### config.mk
export PLATFORM = sky130hd
export DESIGN_NAME = srx_status
export DESIGN_NICKNAME = d
export VERILOG_FILES = /design/src/include/srx_pkg.sv /design/src/include/srx_fifo_if.sv /design/src/srx_fifo.sv /design/src/srx_status.sv
export SDC_FILE = /design/constraint.sdc
export NUM_CORES = 1
export LEC_CHECK = 0
export BUFFER_PORTS_ARGS = -buffer_cell sky130_fd_sc_hd__buf_2
export CORE_UTILIZATION = 50
export DETAILED_ROUTE_END_ITERATION = 7
export GPL_TIMING_DRIVEN = 0
export PLACE_DENSITY_LB_ADDON = 0.08
export SYNTH_ARGS = -nofsm -noshare
export SYNTH_HDL_FRONTEND = slang
export SYNTH_HIERARCHICAL = 1
export SYNTH_SLANG_ARGS = --single-unit
### constraint.sdc
create_clock -name aclk -period 8.7 [get_ports aclk]
set_input_delay 1.74 -clock aclk [delete_from_list [all_inputs] [get_ports aclk]]
set_output_delay 1.74 -clock aclk [all_outputs]
set_load 0.01 [all_outputs]
### src/include/srx_pkg.sv
package srx_pkg;
  // register byte addresses
  localparam logic [7:0] ADDR_STATUS = 8'h00;
  localparam logic [7:0] ADDR_CTRL = 8'h04;
  localparam logic [7:0] ADDR_GAP = 8'h08;
  localparam logic [7:0] ADDR_DATA = 8'h0C;
  // status register fields
  localparam int ST_CHAR_GAP_TIMEOUT_FLAG = 26;
  localparam int ST_CNT_LO = 20;
  localparam int ST_MODEM_LO = 16;
  localparam int ST_BRK = 15;
  localparam int ST_FE = 14;
  localparam int ST_PE = 13;
  localparam int ST_OVR = 12;
  localparam int ST_RX_READY_FLAG = 11;
  localparam int ST_RBC = 9;
  // control register fields
  localparam int CTL_RX_READY_FLAG_IE = 0;
  localparam int CTL_DMA = 1;
  localparam int CTL_GAP_EN = 2;
  // descriptor status copies
  localparam int DSC_CHAR_GAP_TIMEOUT_FLAG = 10;
  localparam int DSC_BRK = 3;
  localparam int DSC_FE = 2;
  localparam int DSC_PE = 1;
  localparam int DSC_OVR = 0;
  // widths and reset values
  localparam int CTRL_W = 3;
  localparam int GAP_W = 16;
  localparam int FIFO_AW = 3;
  localparam int ENTRY_W = 34;
  localparam logic [CTRL_W-1:0] CTRL_RST = 3'h0;
  localparam logic [GAP_W-1:0] GAP_RST = 16'h0010;
  localparam logic [1:0] CNT_RST = 2'h0;
  localparam logic [1:0] RESP_OKAY = 2'h0;
  localparam logic [1:0] RESP_SLVERR = 2'h2;
endpackage

### src/include/srx_fifo_if.sv
`timescale 1ns/1ps
`default_nettype none
interface srx_fifo_if;
  // entry: {valid byte count, 32-bit word}
  logic push;
  logic [srx_pkg::ENTRY_W-1:0] wdata;
  logic full;
  logic pop;
  logic [srx_pkg::ENTRY_W-1:0] q;
  logic head_vld;
  modport owner (output push, output wdata, output pop,
    input full, input q, input head_vld);
  modport store (input push, input wdata, input pop,
    output full, output q, output head_vld);
endinterface
`default_nettype wire

### src/srx_fifo.sv
`timescale 1ns/1ps
`default_nettype none
module srx_fifo (
  input wire logic aclk,
  input wire logic aresetn,
  srx_fifo_if.store f
);
  localparam int AW = srx_pkg::FIFO_AW;
  localparam logic [AW:0] DEPTH = (AW+1)'(1 << AW);

  logic [srx_pkg::ENTRY_W-1:0] mem [0:(1<<AW)-1];
  logic [AW-1:0] wptr;
  logic [AW-1:0] rptr;
  logic [AW:0] cnt;
  wire do_push = f.push && (cnt != DEPTH);
  wire do_pop = f.pop && (cnt != '0);
  wire [AW-1:0] next_rptr = do_pop ? rptr + 1'b1 : rptr;
  wire [AW:0] next_cnt = cnt + (AW+1)'(do_push) - (AW+1)'(do_pop);
  // forward a word written into the slot that becomes the head
  wire fwd = do_push && (wptr == next_rptr);

  always_ff @(posedge aclk) begin
    if (do_push) begin
      mem[wptr] <= f.wdata;
    end
  end

  always_ff @(posedge aclk) begin
    if (!aresetn) begin
      wptr <= '0;
      rptr <= '0;
      cnt <= '0;
      f.q <= '0;
      f.head_vld <= 1'b0;
      f.full <= 1'b0;
    end else begin
      wptr <= do_push ? wptr + 1'b1 : wptr;
      rptr <= next_rptr;
      cnt <= next_cnt;
      f.q <= fwd ? f.wdata : mem[next_rptr];
      f.head_vld <= (next_cnt != '0);
      f.full <= (next_cnt == DEPTH);
    end
  end
endmodule
`default_nettype wire

### src/srx_status.sv
// Overview of operation
// gap timeout sets gap flag, closes buffer
// DMA copies gap flag to descriptor bit 10
// status bits 25:22 always read zero
// byte count: 00 full,01,10 half,11 three
// byte count meaningful only while ready set
// software reads byte count before data
// bytes packed by system byte order
// live DCD RI DSR CTS on 19..16
// break sets flag, closes, descriptor bit 3
// framing error sets flag, closes, bit 2
// parity error sets flag, closes, bit 1
// full FIFO: drop character, set overrun
// overrun closes buffer, descriptor bit 0
// software must not trust overrun status
// ready flag while FIFO holds data
// ready raises interrupt when enabled; the code raises it only outside DMA mode
// ready held low while buffer closed
// software writes one to clear closed
// DMA mode acknowledges closed by itself
// closed flag set on close, write-one clears
//
// Our own choices: the placing of the registers and the AXI4-Lite interface to the registers.
`timescale 1ns/1ps
`default_nettype none
module srx_status (
  input wire logic aclk,
  input wire logic aresetn,
  input wire logic [7:0] s_axi_awaddr,
  input wire logic s_axi_awvalid,
  output logic s_axi_awready,
  input wire logic [31:0] s_axi_wdata,
  input wire logic [3:0] s_axi_wstrb,
  input wire logic s_axi_wvalid,
  output logic s_axi_wready,
  output logic [1:0] s_axi_bresp,
  output logic s_axi_bvalid,
  input wire logic s_axi_bready,
  input wire logic [7:0] s_axi_araddr,
  input wire logic s_axi_arvalid,
  output logic s_axi_arready,
  output logic [31:0] s_axi_rdata,
  output logic [1:0] s_axi_rresp,
  output logic s_axi_rvalid,
  input wire logic s_axi_rready,
  input wire logic rx_byte_valid,
  input wire logic [7:0] rx_byte,
  input wire logic rx_break,
  input wire logic rx_framing_err,
  input wire logic rx_parity_err,
  input wire logic dcd_pin,
  input wire logic ri_pin,
  input wire logic dsr_pin,
  input wire logic cts_pin,
  output logic rx_ready_irq,
  output logic desc_stb,
  output logic [15:0] desc_status
);
  srx_fifo_if fq ();

  srx_fifo u_fifo (
    .aclk(aclk),
    .aresetn(aresetn),
    .f(fq.store)
  );

  // control and state registers
  logic [7:0] aw_addr;
  logic [31:0] w_data;
  logic [3:0] w_strb;
  logic [srx_pkg::CTRL_W-1:0] ctrl;
  logic [srx_pkg::GAP_W-1:0] gap_timeout;
  logic [srx_pkg::GAP_W-1:0] gap_cnt;
  logic buf_open;
  logic [31:0] pack_word;
  logic [1:0] pack_cnt;
  logic char_gap_timeout_flag;
  logic rx_break_flag;
  logic rx_framing_error_flag;
  logic rx_parity_error_flag;
  logic rx_overrun_flag;
  logic rx_buffer_closed_flag;
  logic [3:0] modem_meta;
  logic [3:0] modem_live;

  function automatic logic [31:0] put_byte(input logic [31:0] w,
    input logic [1:0] lane, input logic [7:0] b);
    logic [31:0] r;
    r = w;
    r[8*lane +: 8] = b;
    return r;
  endfunction

  function automatic logic [31:0] wmask(input logic [31:0] old,
    input logic [31:0] d, input logic [3:0] be);
    logic [31:0] r;
    r = old;
    for (int i = 0; i < 4; i++) begin
      if (be[i]) begin
        r[8*i +: 8] = d[8*i +: 8];
      end
    end
    return r;
  endfunction

  wire dma_mode = ctrl[srx_pkg::CTL_DMA];
  wire gap_en = ctrl[srx_pkg::CTL_GAP_EN];

  // write path: address and data are taken in either order
  wire aw_hs = s_axi_awvalid && s_axi_awready;
  wire w_hs = s_axi_wvalid && s_axi_wready;
  wire wr_go = !s_axi_awready && !s_axi_wready && !s_axi_bvalid;
  wire wr_status = wr_go && (aw_addr == srx_pkg::ADDR_STATUS);
  wire wr_ctrl = wr_go && (aw_addr == srx_pkg::ADDR_CTRL);
  wire wr_gap = wr_go && (aw_addr == srx_pkg::ADDR_GAP);
  wire wr_data = wr_go && (aw_addr == srx_pkg::ADDR_DATA);
  wire wr_ok = wr_status || wr_ctrl || wr_gap || wr_data;
  wire [31:0] ctrl_new = wmask(32'(ctrl), w_data, w_strb);
  wire [31:0] gap_new = wmask(32'(gap_timeout), w_data, w_strb);

  // receive path
  wire rx_ready_flag = fq.head_vld && !rx_buffer_closed_flag;
  wire gap_hit = gap_en && buf_open && (gap_cnt >= gap_timeout);
  wire [2:0] fill = 3'(pack_cnt) + 3'(rx_byte_valid);
  wire [31:0] word_in = rx_byte_valid ?
    put_byte(pack_word, pack_cnt, rx_byte) : pack_word;
  wire err_close = rx_break || rx_framing_err || rx_parity_err;
  wire push_req = (fill == 3'd4) ||
    ((gap_hit || err_close) && (fill != 3'd0));
  wire ovr_evt = push_req && fq.full;
  wire close_evt = gap_hit || err_close || ovr_evt;

  // read path
  wire ar_hs = s_axi_arvalid && s_axi_arready;
  wire rd_status = s_axi_araddr == srx_pkg::ADDR_STATUS;
  wire rd_ctrl = s_axi_araddr == srx_pkg::ADDR_CTRL;
  wire rd_gap = s_axi_araddr == srx_pkg::ADDR_GAP;
  wire rd_data = s_axi_araddr == srx_pkg::ADDR_DATA;
  wire rd_ok = rd_status || rd_ctrl || rd_gap || rd_data;
  // the data word is withheld while the buffer is closed
  wire rd_pop = ar_hs && rd_data && rx_ready_flag;
  wire [1:0] fifo_valid_byte_count =
    fq.head_vld ? fq.q[33:32] : srx_pkg::CNT_RST;

  logic [31:0] status_word;
  always_comb begin
    status_word = 32'h0000_0000;
    status_word[srx_pkg::ST_CHAR_GAP_TIMEOUT_FLAG] = char_gap_timeout_flag;
    status_word[srx_pkg::ST_CNT_LO +: 2] = fifo_valid_byte_count;
    status_word[srx_pkg::ST_MODEM_LO +: 4] = modem_live;
    status_word[srx_pkg::ST_BRK] = rx_break_flag;
    status_word[srx_pkg::ST_FE] = rx_framing_error_flag;
    status_word[srx_pkg::ST_PE] = rx_parity_error_flag;
    status_word[srx_pkg::ST_OVR] = rx_overrun_flag;
    status_word[srx_pkg::ST_RX_READY_FLAG] = rx_ready_flag;
    status_word[srx_pkg::ST_RBC] = rx_buffer_closed_flag;
  end

  wire [31:0] rd_word = rd_status ? status_word :
    rd_ctrl ? 32'(ctrl) :
    rd_gap ? 32'(gap_timeout) :
    rd_pop ? fq.q[31:0] : 32'h0000_0000;

  // closed flag: software clears it, DMA mode acks it the cycle after
  wire sw_ack = wr_status && w_strb[1] &&
    w_data[srx_pkg::ST_RBC];
  wire rbc_ack = sw_ack || (dma_mode && rx_buffer_closed_flag);
  wire next_rbc = close_evt || (rx_buffer_closed_flag && !rbc_ack);
  // error flags live until the closure they caused is acknowledged
  wire keep = !rbc_ack;

  assign fq.push = push_req && !fq.full;
  assign fq.wdata = {fill[1:0], word_in};
  assign fq.pop = rd_pop;

  always_ff @(posedge aclk) begin
    if (!aresetn) begin
      modem_meta <= 4'h0;
      modem_live <= 4'h0;
    end else begin
      modem_meta <= {dcd_pin, ri_pin, dsr_pin, cts_pin};
      modem_live <= modem_meta;
    end
  end

  always_ff @(posedge aclk) begin
    if (!aresetn) begin
      s_axi_awready <= 1'b1;
      s_axi_wready <= 1'b1;
      s_axi_bvalid <= 1'b0;
      s_axi_bresp <= srx_pkg::RESP_OKAY;
      aw_addr <= 8'h00;
      w_data <= 32'h0000_0000;
      w_strb <= 4'h0;
    end else begin
      if (aw_hs) begin
        aw_addr <= {s_axi_awaddr[7:2], 2'b00};
        s_axi_awready <= 1'b0;
      end
      if (w_hs) begin
        w_data <= s_axi_wdata;
        w_strb <= s_axi_wstrb;
        s_axi_wready <= 1'b0;
      end
      if (wr_go) begin
        s_axi_bvalid <= 1'b1;
        s_axi_bresp <= wr_ok ? srx_pkg::RESP_OKAY : srx_pkg::RESP_SLVERR;
      end
      if (s_axi_bvalid && s_axi_bready) begin
        s_axi_bvalid <= 1'b0;
        s_axi_awready <= 1'b1;
        s_axi_wready <= 1'b1;
      end
    end
  end

  always_ff @(posedge aclk) begin
    if (!aresetn) begin
      s_axi_arready <= 1'b1;
      s_axi_rvalid <= 1'b0;
      s_axi_rdata <= 32'h0000_0000;
      s_axi_rresp <= srx_pkg::RESP_OKAY;
    end else begin
      if (ar_hs) begin
        s_axi_arready <= 1'b0;
        s_axi_rvalid <= 1'b1;
        s_axi_rdata <= rd_word;
        s_axi_rresp <= rd_ok ? srx_pkg::RESP_OKAY : srx_pkg::RESP_SLVERR;
      end
      if (s_axi_rvalid && s_axi_rready) begin
        s_axi_rvalid <= 1'b0;
        s_axi_arready <= 1'b1;
      end
    end
  end

  always_ff @(posedge aclk) begin
    if (!aresetn) begin
      ctrl <= srx_pkg::CTRL_RST;
      gap_timeout <= srx_pkg::GAP_RST;
    end else begin
      if (wr_ctrl) begin
        ctrl <= ctrl_new[srx_pkg::CTRL_W-1:0];
      end
      if (wr_gap) begin
        gap_timeout <= gap_new[srx_pkg::GAP_W-1:0];
      end
    end
  end

  // gap timer restarts on every byte; the buffer opens on the first one
  always_ff @(posedge aclk) begin
    if (!aresetn) begin
      gap_cnt <= '0;
      buf_open <= 1'b0;
    end else begin
      if (rx_byte_valid || close_evt) begin
        gap_cnt <= '0;
      end else if (buf_open && gap_cnt != '1) begin
        gap_cnt <= gap_cnt + 1'b1;
      end
      buf_open <= !close_evt && (buf_open || rx_byte_valid);
    end
  end

  always_ff @(posedge aclk) begin
    if (!aresetn) begin
      pack_word <= 32'h0000_0000;
      pack_cnt <= 2'h0;
    end else if (push_req) begin
      // an overrun drops the word, the FIFO keeps its contents
      pack_word <= 32'h0000_0000;
      pack_cnt <= 2'h0;
    end else begin
      pack_word <= word_in;
      pack_cnt <= fill[1:0];
    end
  end

  // a set in the same cycle as an acknowledge wins
  always_ff @(posedge aclk) begin
    if (!aresetn) begin
      char_gap_timeout_flag <= 1'b0;
      rx_break_flag <= 1'b0;
      rx_framing_error_flag <= 1'b0;
      rx_parity_error_flag <= 1'b0;
      rx_overrun_flag <= 1'b0;
      rx_buffer_closed_flag <= 1'b0;
    end else begin
      char_gap_timeout_flag <= gap_hit ||
        (char_gap_timeout_flag && keep);
      rx_break_flag <= rx_break || (rx_break_flag && keep);
      rx_framing_error_flag <= rx_framing_err ||
        (rx_framing_error_flag && keep);
      rx_parity_error_flag <= rx_parity_err ||
        (rx_parity_error_flag && keep);
      rx_overrun_flag <= ovr_evt || (rx_overrun_flag && keep);
      rx_buffer_closed_flag <= next_rbc;
    end
  end

  always_ff @(posedge aclk) begin
    if (!aresetn) begin
      rx_ready_irq <= 1'b0;
      desc_stb <= 1'b0;
      desc_status <= 16'h0000;
    end else begin
      rx_ready_irq <= rx_ready_flag && !dma_mode &&
        ctrl[srx_pkg::CTL_RX_READY_FLAG_IE];
      desc_stb <= close_evt && dma_mode;
      if (close_evt && dma_mode) begin
        desc_status <= 16'h0000;
        desc_status[srx_pkg::DSC_CHAR_GAP_TIMEOUT_FLAG] <= gap_hit;
        desc_status[srx_pkg::DSC_BRK] <= rx_break;
        desc_status[srx_pkg::DSC_FE] <= rx_framing_err;
        desc_status[srx_pkg::DSC_PE] <= rx_parity_err;
        desc_status[srx_pkg::DSC_OVR] <= ovr_evt;
      end
    end
  end
endmodule
`default_nettype wire

# == Word-level counts from Yosys, hierarchy flattened ==
# Memory sizes are Yosys's and may differ from the RTL's. A register that Yosys moved wholly into a read port is not among the register bits.
# Cells that the tools add are included.
# totals
register_bits,168
ram_bits,272
output_inout_bits,59
elab_cells,144
memories,1
# memory_table
name,words,word_bits,rd,rd_ports_with_merged_regs,wr,line,rtl
u_fifo.mem,8,34,1,1,1,srx_fifo.sv:11,logic [srx_pkg::ENTRY_W-1:0] mem [0:(1<<AW)-1];
# classes
add_sub_neg,7
order_cmp,1
eq_ne,10
shift,2
n_mux,12
n_bitwise,1
n_reduce_logical,76
# op_table
operator,count
$mux 32,5
$logic_and 1x1->1,35
$neg 5->34,1
$shift 8x34->32 const A,1
$shiftx 8x34->32,1
$bwmux 32,1
$logic_or 1x1->1,20
$add 16x1->16 const B,1
$eq 8x4->1 const B,2
$ge 16x16->1,1
$logic_not 8->1,2
$ne 16x16->1 const B,1
$eq 6x2->1 const B,2
$logic_not 1->1,9
$eq 8x3->1 const B,1
$reduce_bool 4->1,2
$reduce_or 2->1,4
$add 3x1->3 const B,2
$eq 6x1->1 const B,1
$mux 2,3
$reduce_and 2->1,3
$add 4x1->4,1
$eq 4x4->1 const B,1
$ne 4x4->1 const B,1
7 further kinds,8

# == Longest topological paths before layout ==
# depth
ltp_word,10
ltp_mapped,18
mapped_depth_nobuf,18

# == Cells and area by module ==
# The synthesis kept the hierarchy.
# by_module_without_submodules
mod,n_inst,cells_each,area_per_inst_um2,seq_area_each_um2
srx_fifo,1,801,12894.9,9088.7
srx_status,1,710,6622.6,3083.0

# == Worst setup path after synthesis ==
# No wires, ideal clock.
# synth_path
kind,input-to-reg
start,in rx_byte_valid
end,"mem u_fifo/mem[0][0] in the netlist's numbering, enable pin"
setup_ps,510
arrival_ps,6757
t_required_ps,8190
slack_ps,1432
cell_stages,9
cell_sequence,ha_1 ha_1 nor2_1 nor2_1 o22ai_1 nor2b_1 a21boi_2 inv_1 nor4_1
# synth_between
elab_chain_len,8
elab_cells_between_ends,9
cone_classes,1 x add/sub; 1 x eq/ne; 2 x mux; 5 x reduce/logical
# synth_lines
item,line,rtl
start: declaration,srx_status.sv:46,"input wire logic rx_byte_valid,"
$add 2x1->3 (*),srx_status.sv:124,wire [2:0] fill = 3'(pack_cnt) + 3'(rx_byte_valid);
named net fill[1],srx_status.sv:124,
$reduce_bool 3->1,srx_status.sv:129,((gap_hit || err_close) && (fill != 3'd0));
$logic_and 1x1->1,srx_status.sv:129,
$logic_or 1x1->1 (*),srx_status.sv:128,wire push_req = (fill == 3'd4) ||
$logic_and 1x1->1 (*),srx_status.sv:172,assign fq.push = push_req && !fq.full;
named net fq.push,srx_fifo_if.sv:5,logic push;
$logic_and 1x1->1 (*),srx_fifo.sv:15,wire do_push = f.push && (cnt != DEPTH);
$mux 1 (*),srx_fifo.sv:23,if (do_push) begin
$mux 1 (implied by the code) (*),srx_fifo.sv:24,mem[wptr] <= f.wdata;
end: declaration,srx_fifo.sv:11,
# Mark *: on every way through the listed nets, which the timed path passes. The rest lies on a longest branch.

# == Worst setup path in the final report ==
# layout_path
start,in s_axi_araddr[5]
end,reg u_fifo.f.q[26] (read register of u_fifo.mem)
# layout_between
elab_chain_len,5
# layout_lines
item,line,rtl
start: declaration,srx_status.sv:39,"input wire logic [7:0] s_axi_araddr,"
$eq 8x4->1,srx_status.sv:138,wire rd_data = s_axi_araddr == srx_pkg::ADDR_DATA;
$logic_and 1x1->1 (2 in a row),srx_status.sv:141,wire rd_pop = ar_hs && rd_data && rx_ready_flag;
named net fq.pop,srx_fifo_if.sv:8,logic pop;
$logic_and 1x1->1,srx_fifo.sv:16,wire do_pop = f.pop && (cnt != '0);
$mux 3,srx_fifo.sv:17,wire [AW-1:0] next_rptr = do_pop ? rptr + 1'b1 : rptr;
end: declaration,srx_fifo_if.sv:14,"output full, output q, output head_vld);"
# The timed path passes the listed nets, and every way through them passes these cells.
# A chain may end at the register's enable or synchronous reset.

==> results.py <==
metrics = {
    "setup_path": {
        "arrival_ps": 6220,
        "rrSetupSlack_ps": 3850,
        "r2r_start": "u_fifo/f.head_vld$_SDFF_PN0_",
        "critPathMaxFanout": 14,
        "cp.required_ps": 9120,
        "reg2regPathDepth": 11,
        "worstSetupPathType": "primary input to register",
        "end_kind": "register",
        "cp-start-kind": "primary input",
        "rr_endpoint": "u_fifo/f.q[26]$_SDFF_PN0_",
    },
    "timing": {
        "finClkSkew_ps": 21.8,
        "worstMarginPinSlew_ps": 1060,
        "rsz0062_at_grt": "no",
        "setup_viol": 0,
        "fin_crit_sh_pct": 66.7,
        "slew_headroom_pct": 29.1,
        "period_needed_ps": 5800,
        "worst_hold_slack_ps": 434,
        "hold_viol": 0,
        "drv_slew": 0,
        "fmax_ghz": 0.172,
    },
    "power_and_ir_drop": {
        "power_density_mw_per_mm2": 251,
        "ir_drop_mv": 0.161,
        "p_leak_uw": 0.00835,
    },
    "worst_hold_path": {
        "hold_path.class": "register to register",
        "min_path_cells": 1,
        "holdPathEnd": "modem_live[2]$_SDFF_PN0_",
        "worstHoldStart": "modem_meta[2]$_SDFF_PN0_",
    },
    "grt": {
        "grt_start_max_net_pins": 20,
        "gr-total-overflow": 0,
        "antenna_found_initial": 2,
        "grt_use_total_pct": 26.7,
        "grt_pass1_wl_um": 78000,
        "grt_pass1_vias": 12913,
    },
    "synth": {
        "syn_area_sq_mm": 0.0195,
        "ys_seq_area_share_pct": 62.4,
        "synth_ff_type": "edfxtp_1",
        "synth_warnings": 6,
        "async_flop_share_pct": 0,
        "syn_avg_cell_area_sq_um": 12.9,
        "ys_types": 79,
        "synth_commonest_cells": "edfxtp_1, dfxtp_1, nand2_1",
        "yosysMostFrequentCell": "edfxtp_1",
        "synth_edf_count": 272,
        "synth_area_leaders": "edfxtp_1, dfxtp_1, mux2_2, o2111ai_1, a22oi_1",
        "synth-seq-cells": 472,
        "syn_inst": 1511,
        "synth_top_cell_by_area": "edfxtp_1",
        "synth_top_cell_area_share_pct": 41.8,
    },
    "cells_and_area": {
        "area_growth_syn_to_layout_pct": 16.1,
        "final_cells": 2255,
        "final_core_util_pct": 58.8,
        "drive_gt1_share_pct": 21.8,
        "nNetsFinal": 1803,
    },
    "cts": {
        "cts.htree.levels": 2,
        "clk_pin_slew_ps": 60,
        "cts_tree": "done",
        "post_cts_resized": 0,
        "cts_num_sinks": 472,
        "cts.hold.buffers_added": 0,
        "clk_latency_ps": 590,
        "cts_root_buf": "clkbuf_16",
        "cts_buffers": 49,
        "cts_setup_buffers": 0,
        "clockBufferDepth": 3,
    },
    "routing": {
        "drt-total-wl_um": 52200,
        "drc": 0,
        "ant_nets": 0,
        "viasPerCell": 5.85,
        "wl_per_cell_um": 23.2,
        "drtPass1Iterations": 5,
        "drtIter0Drc": 930,
        "vias": 13187,
    },
    "floorplanning": {
        "dieArea_sq_mm": 0.0398,
        "dieHeight_um": 200,
        "die_x_um": 200,
        "start_util_pct": 50.6,
        "num_rows": 72,
        "core-area_sq_mm": 0.0386,
        "io_pins": 134,
    },
    "placement": {
        "io_buffers": 98,
        "dp_cells": 2162,
        "dp_hpwl_um": 36100,
        "routabilityCongestion": 0.844,
    },
    "job": {
        "max-cap-violations": 0,
    },
    "status": {
        "status": "finished, final reports clean",
    },
}
==> metrics by stage <==
step / TNS [ps] / area, sq um / power, uW / setup WS, ps
global placement: -189820 / 20700 / 3570 / -3100
detailed placement: 0 / 21000 / 3610 / 2400
floorplan: 0 / 19600 / 3260 / 1430
CTS: 0 / 22600 / 5730 / 3030
global route: 0 / 22700 / 5890 / 2670
finish: 0 / 22700 / 5690 / 2900
==> worst max path at each step <==
stage | start | endpoint | depth (start not counted)
CTS | s_axi_araddr[5] | u_fifo/f.q[26]$_SDFF_PN0_ | 12
detailed placement | s_axi_araddr[5] | u_fifo/f.q[26]$_SDFF_PN0_ | 12
global placement | rx_byte_valid | u_fifo/mem[0][25]$_DFFE_PP_ | 10
global route | s_axi_araddr[5] | u_fifo/f.q[26]$_SDFF_PN0_ | 12
floorplan | rx_byte_valid | u_fifo/mem[0][0]$_DFFE_PP_ | 9
finish | s_axi_araddr[5] | u_fifo/f.q[26]$_SDFF_PN0_ | 12
==> kinds of logic after synthesis <==
| logic type | after synthesis | share of synthesized area, % |
|---|---|---|
| XOR/XNOR | 21 | 0.981 |
| adder cells (fa/ha/maj) | 33 | 2.15 |
| AND/OR/NAND/NOR | 315 | 8.51 |
| AO/OA/AOI/OAI | 356 | 14.3 |
| other | 1 | 0.0192 |
| flip-flops | 472 | 62.4 |
| buffers and inverters | 186 | 4.46 |
| multiplexers | 127 | 7.22 |
==> layer usage <==
metal	vias to the layer above	wire length [um]	GRT usage, %
li1	6106	-	-
met1	6495	22600	35.4
met2	484	24400	42.9
met3	102	3380	4.83
met4	0	1800	11.3
met5	-	0	0
==> report_power, final <==
part	leakage (uW)	switching [uW]	internal [uW]	total, uW
registers	0.00425	80.4	2610	2690
logic	0.00330	562	325	887
clock network	0.000802	851	1260	2110
==> flip-flops by register name, summed over array words and instances (netlist names), 6 cells and up <==
signal	cells
w_data	16
pack_word	32
gap_timeout	16
s_axi_rdata	32
aw_addr	6
u_fifo/mem	272
gap_cnt	16
u_fifo/f.q	34
==> critical path: stages <==
cell and delay, ps:
buf_2 90, nor4_1 260, nand2_1 200, nor3_2 550, buf_2 340, buf_2 480, nand3b_1 420, o211a_4 400
xnor2_2 400, clkbuf_1 630, o41ai_1 110, a31oi_1 570
==> cells in the final DEF (no fill, tap or decap), types with 15 or more instances in the layout <==
cell       instances
nand3_1           16
o41ai_1           34
mux2i_1           26
ha_1              32
a31oi_1           38
dfxtp_1          200
o2111ai_1         66
edfxtp_1         272
mux2_2            81
nand2_1           94
inv_1             66
nor2b_2           17
mux2_1            19
nor2_1            77
clkbuf_16         51
o21ai_0           15
and2_1            26
a22o_1            32
nor2b_1           18
buf_4             22
buf_2            123
a22oi_1           54
o211ai_1          35
buf_6             22
a21oi_1           30
clkbuf_1          76
==> layout make-up <==
class / instances / area (sq um)
clock inverters: 24 / 241
flip-flops and latches: 472 / 12200
repair buffers: 121 / 757
inverters: 68 / 255
well taps: 518 / 648
fillers: 3261 / 15900
multi-input cells: 865 / 6580
plain buffers: 118 / 614
clock buffers: 68 / 1390
diodes: 1 / 2.50
No activity file was read; power rests on OpenSTA's default activity.
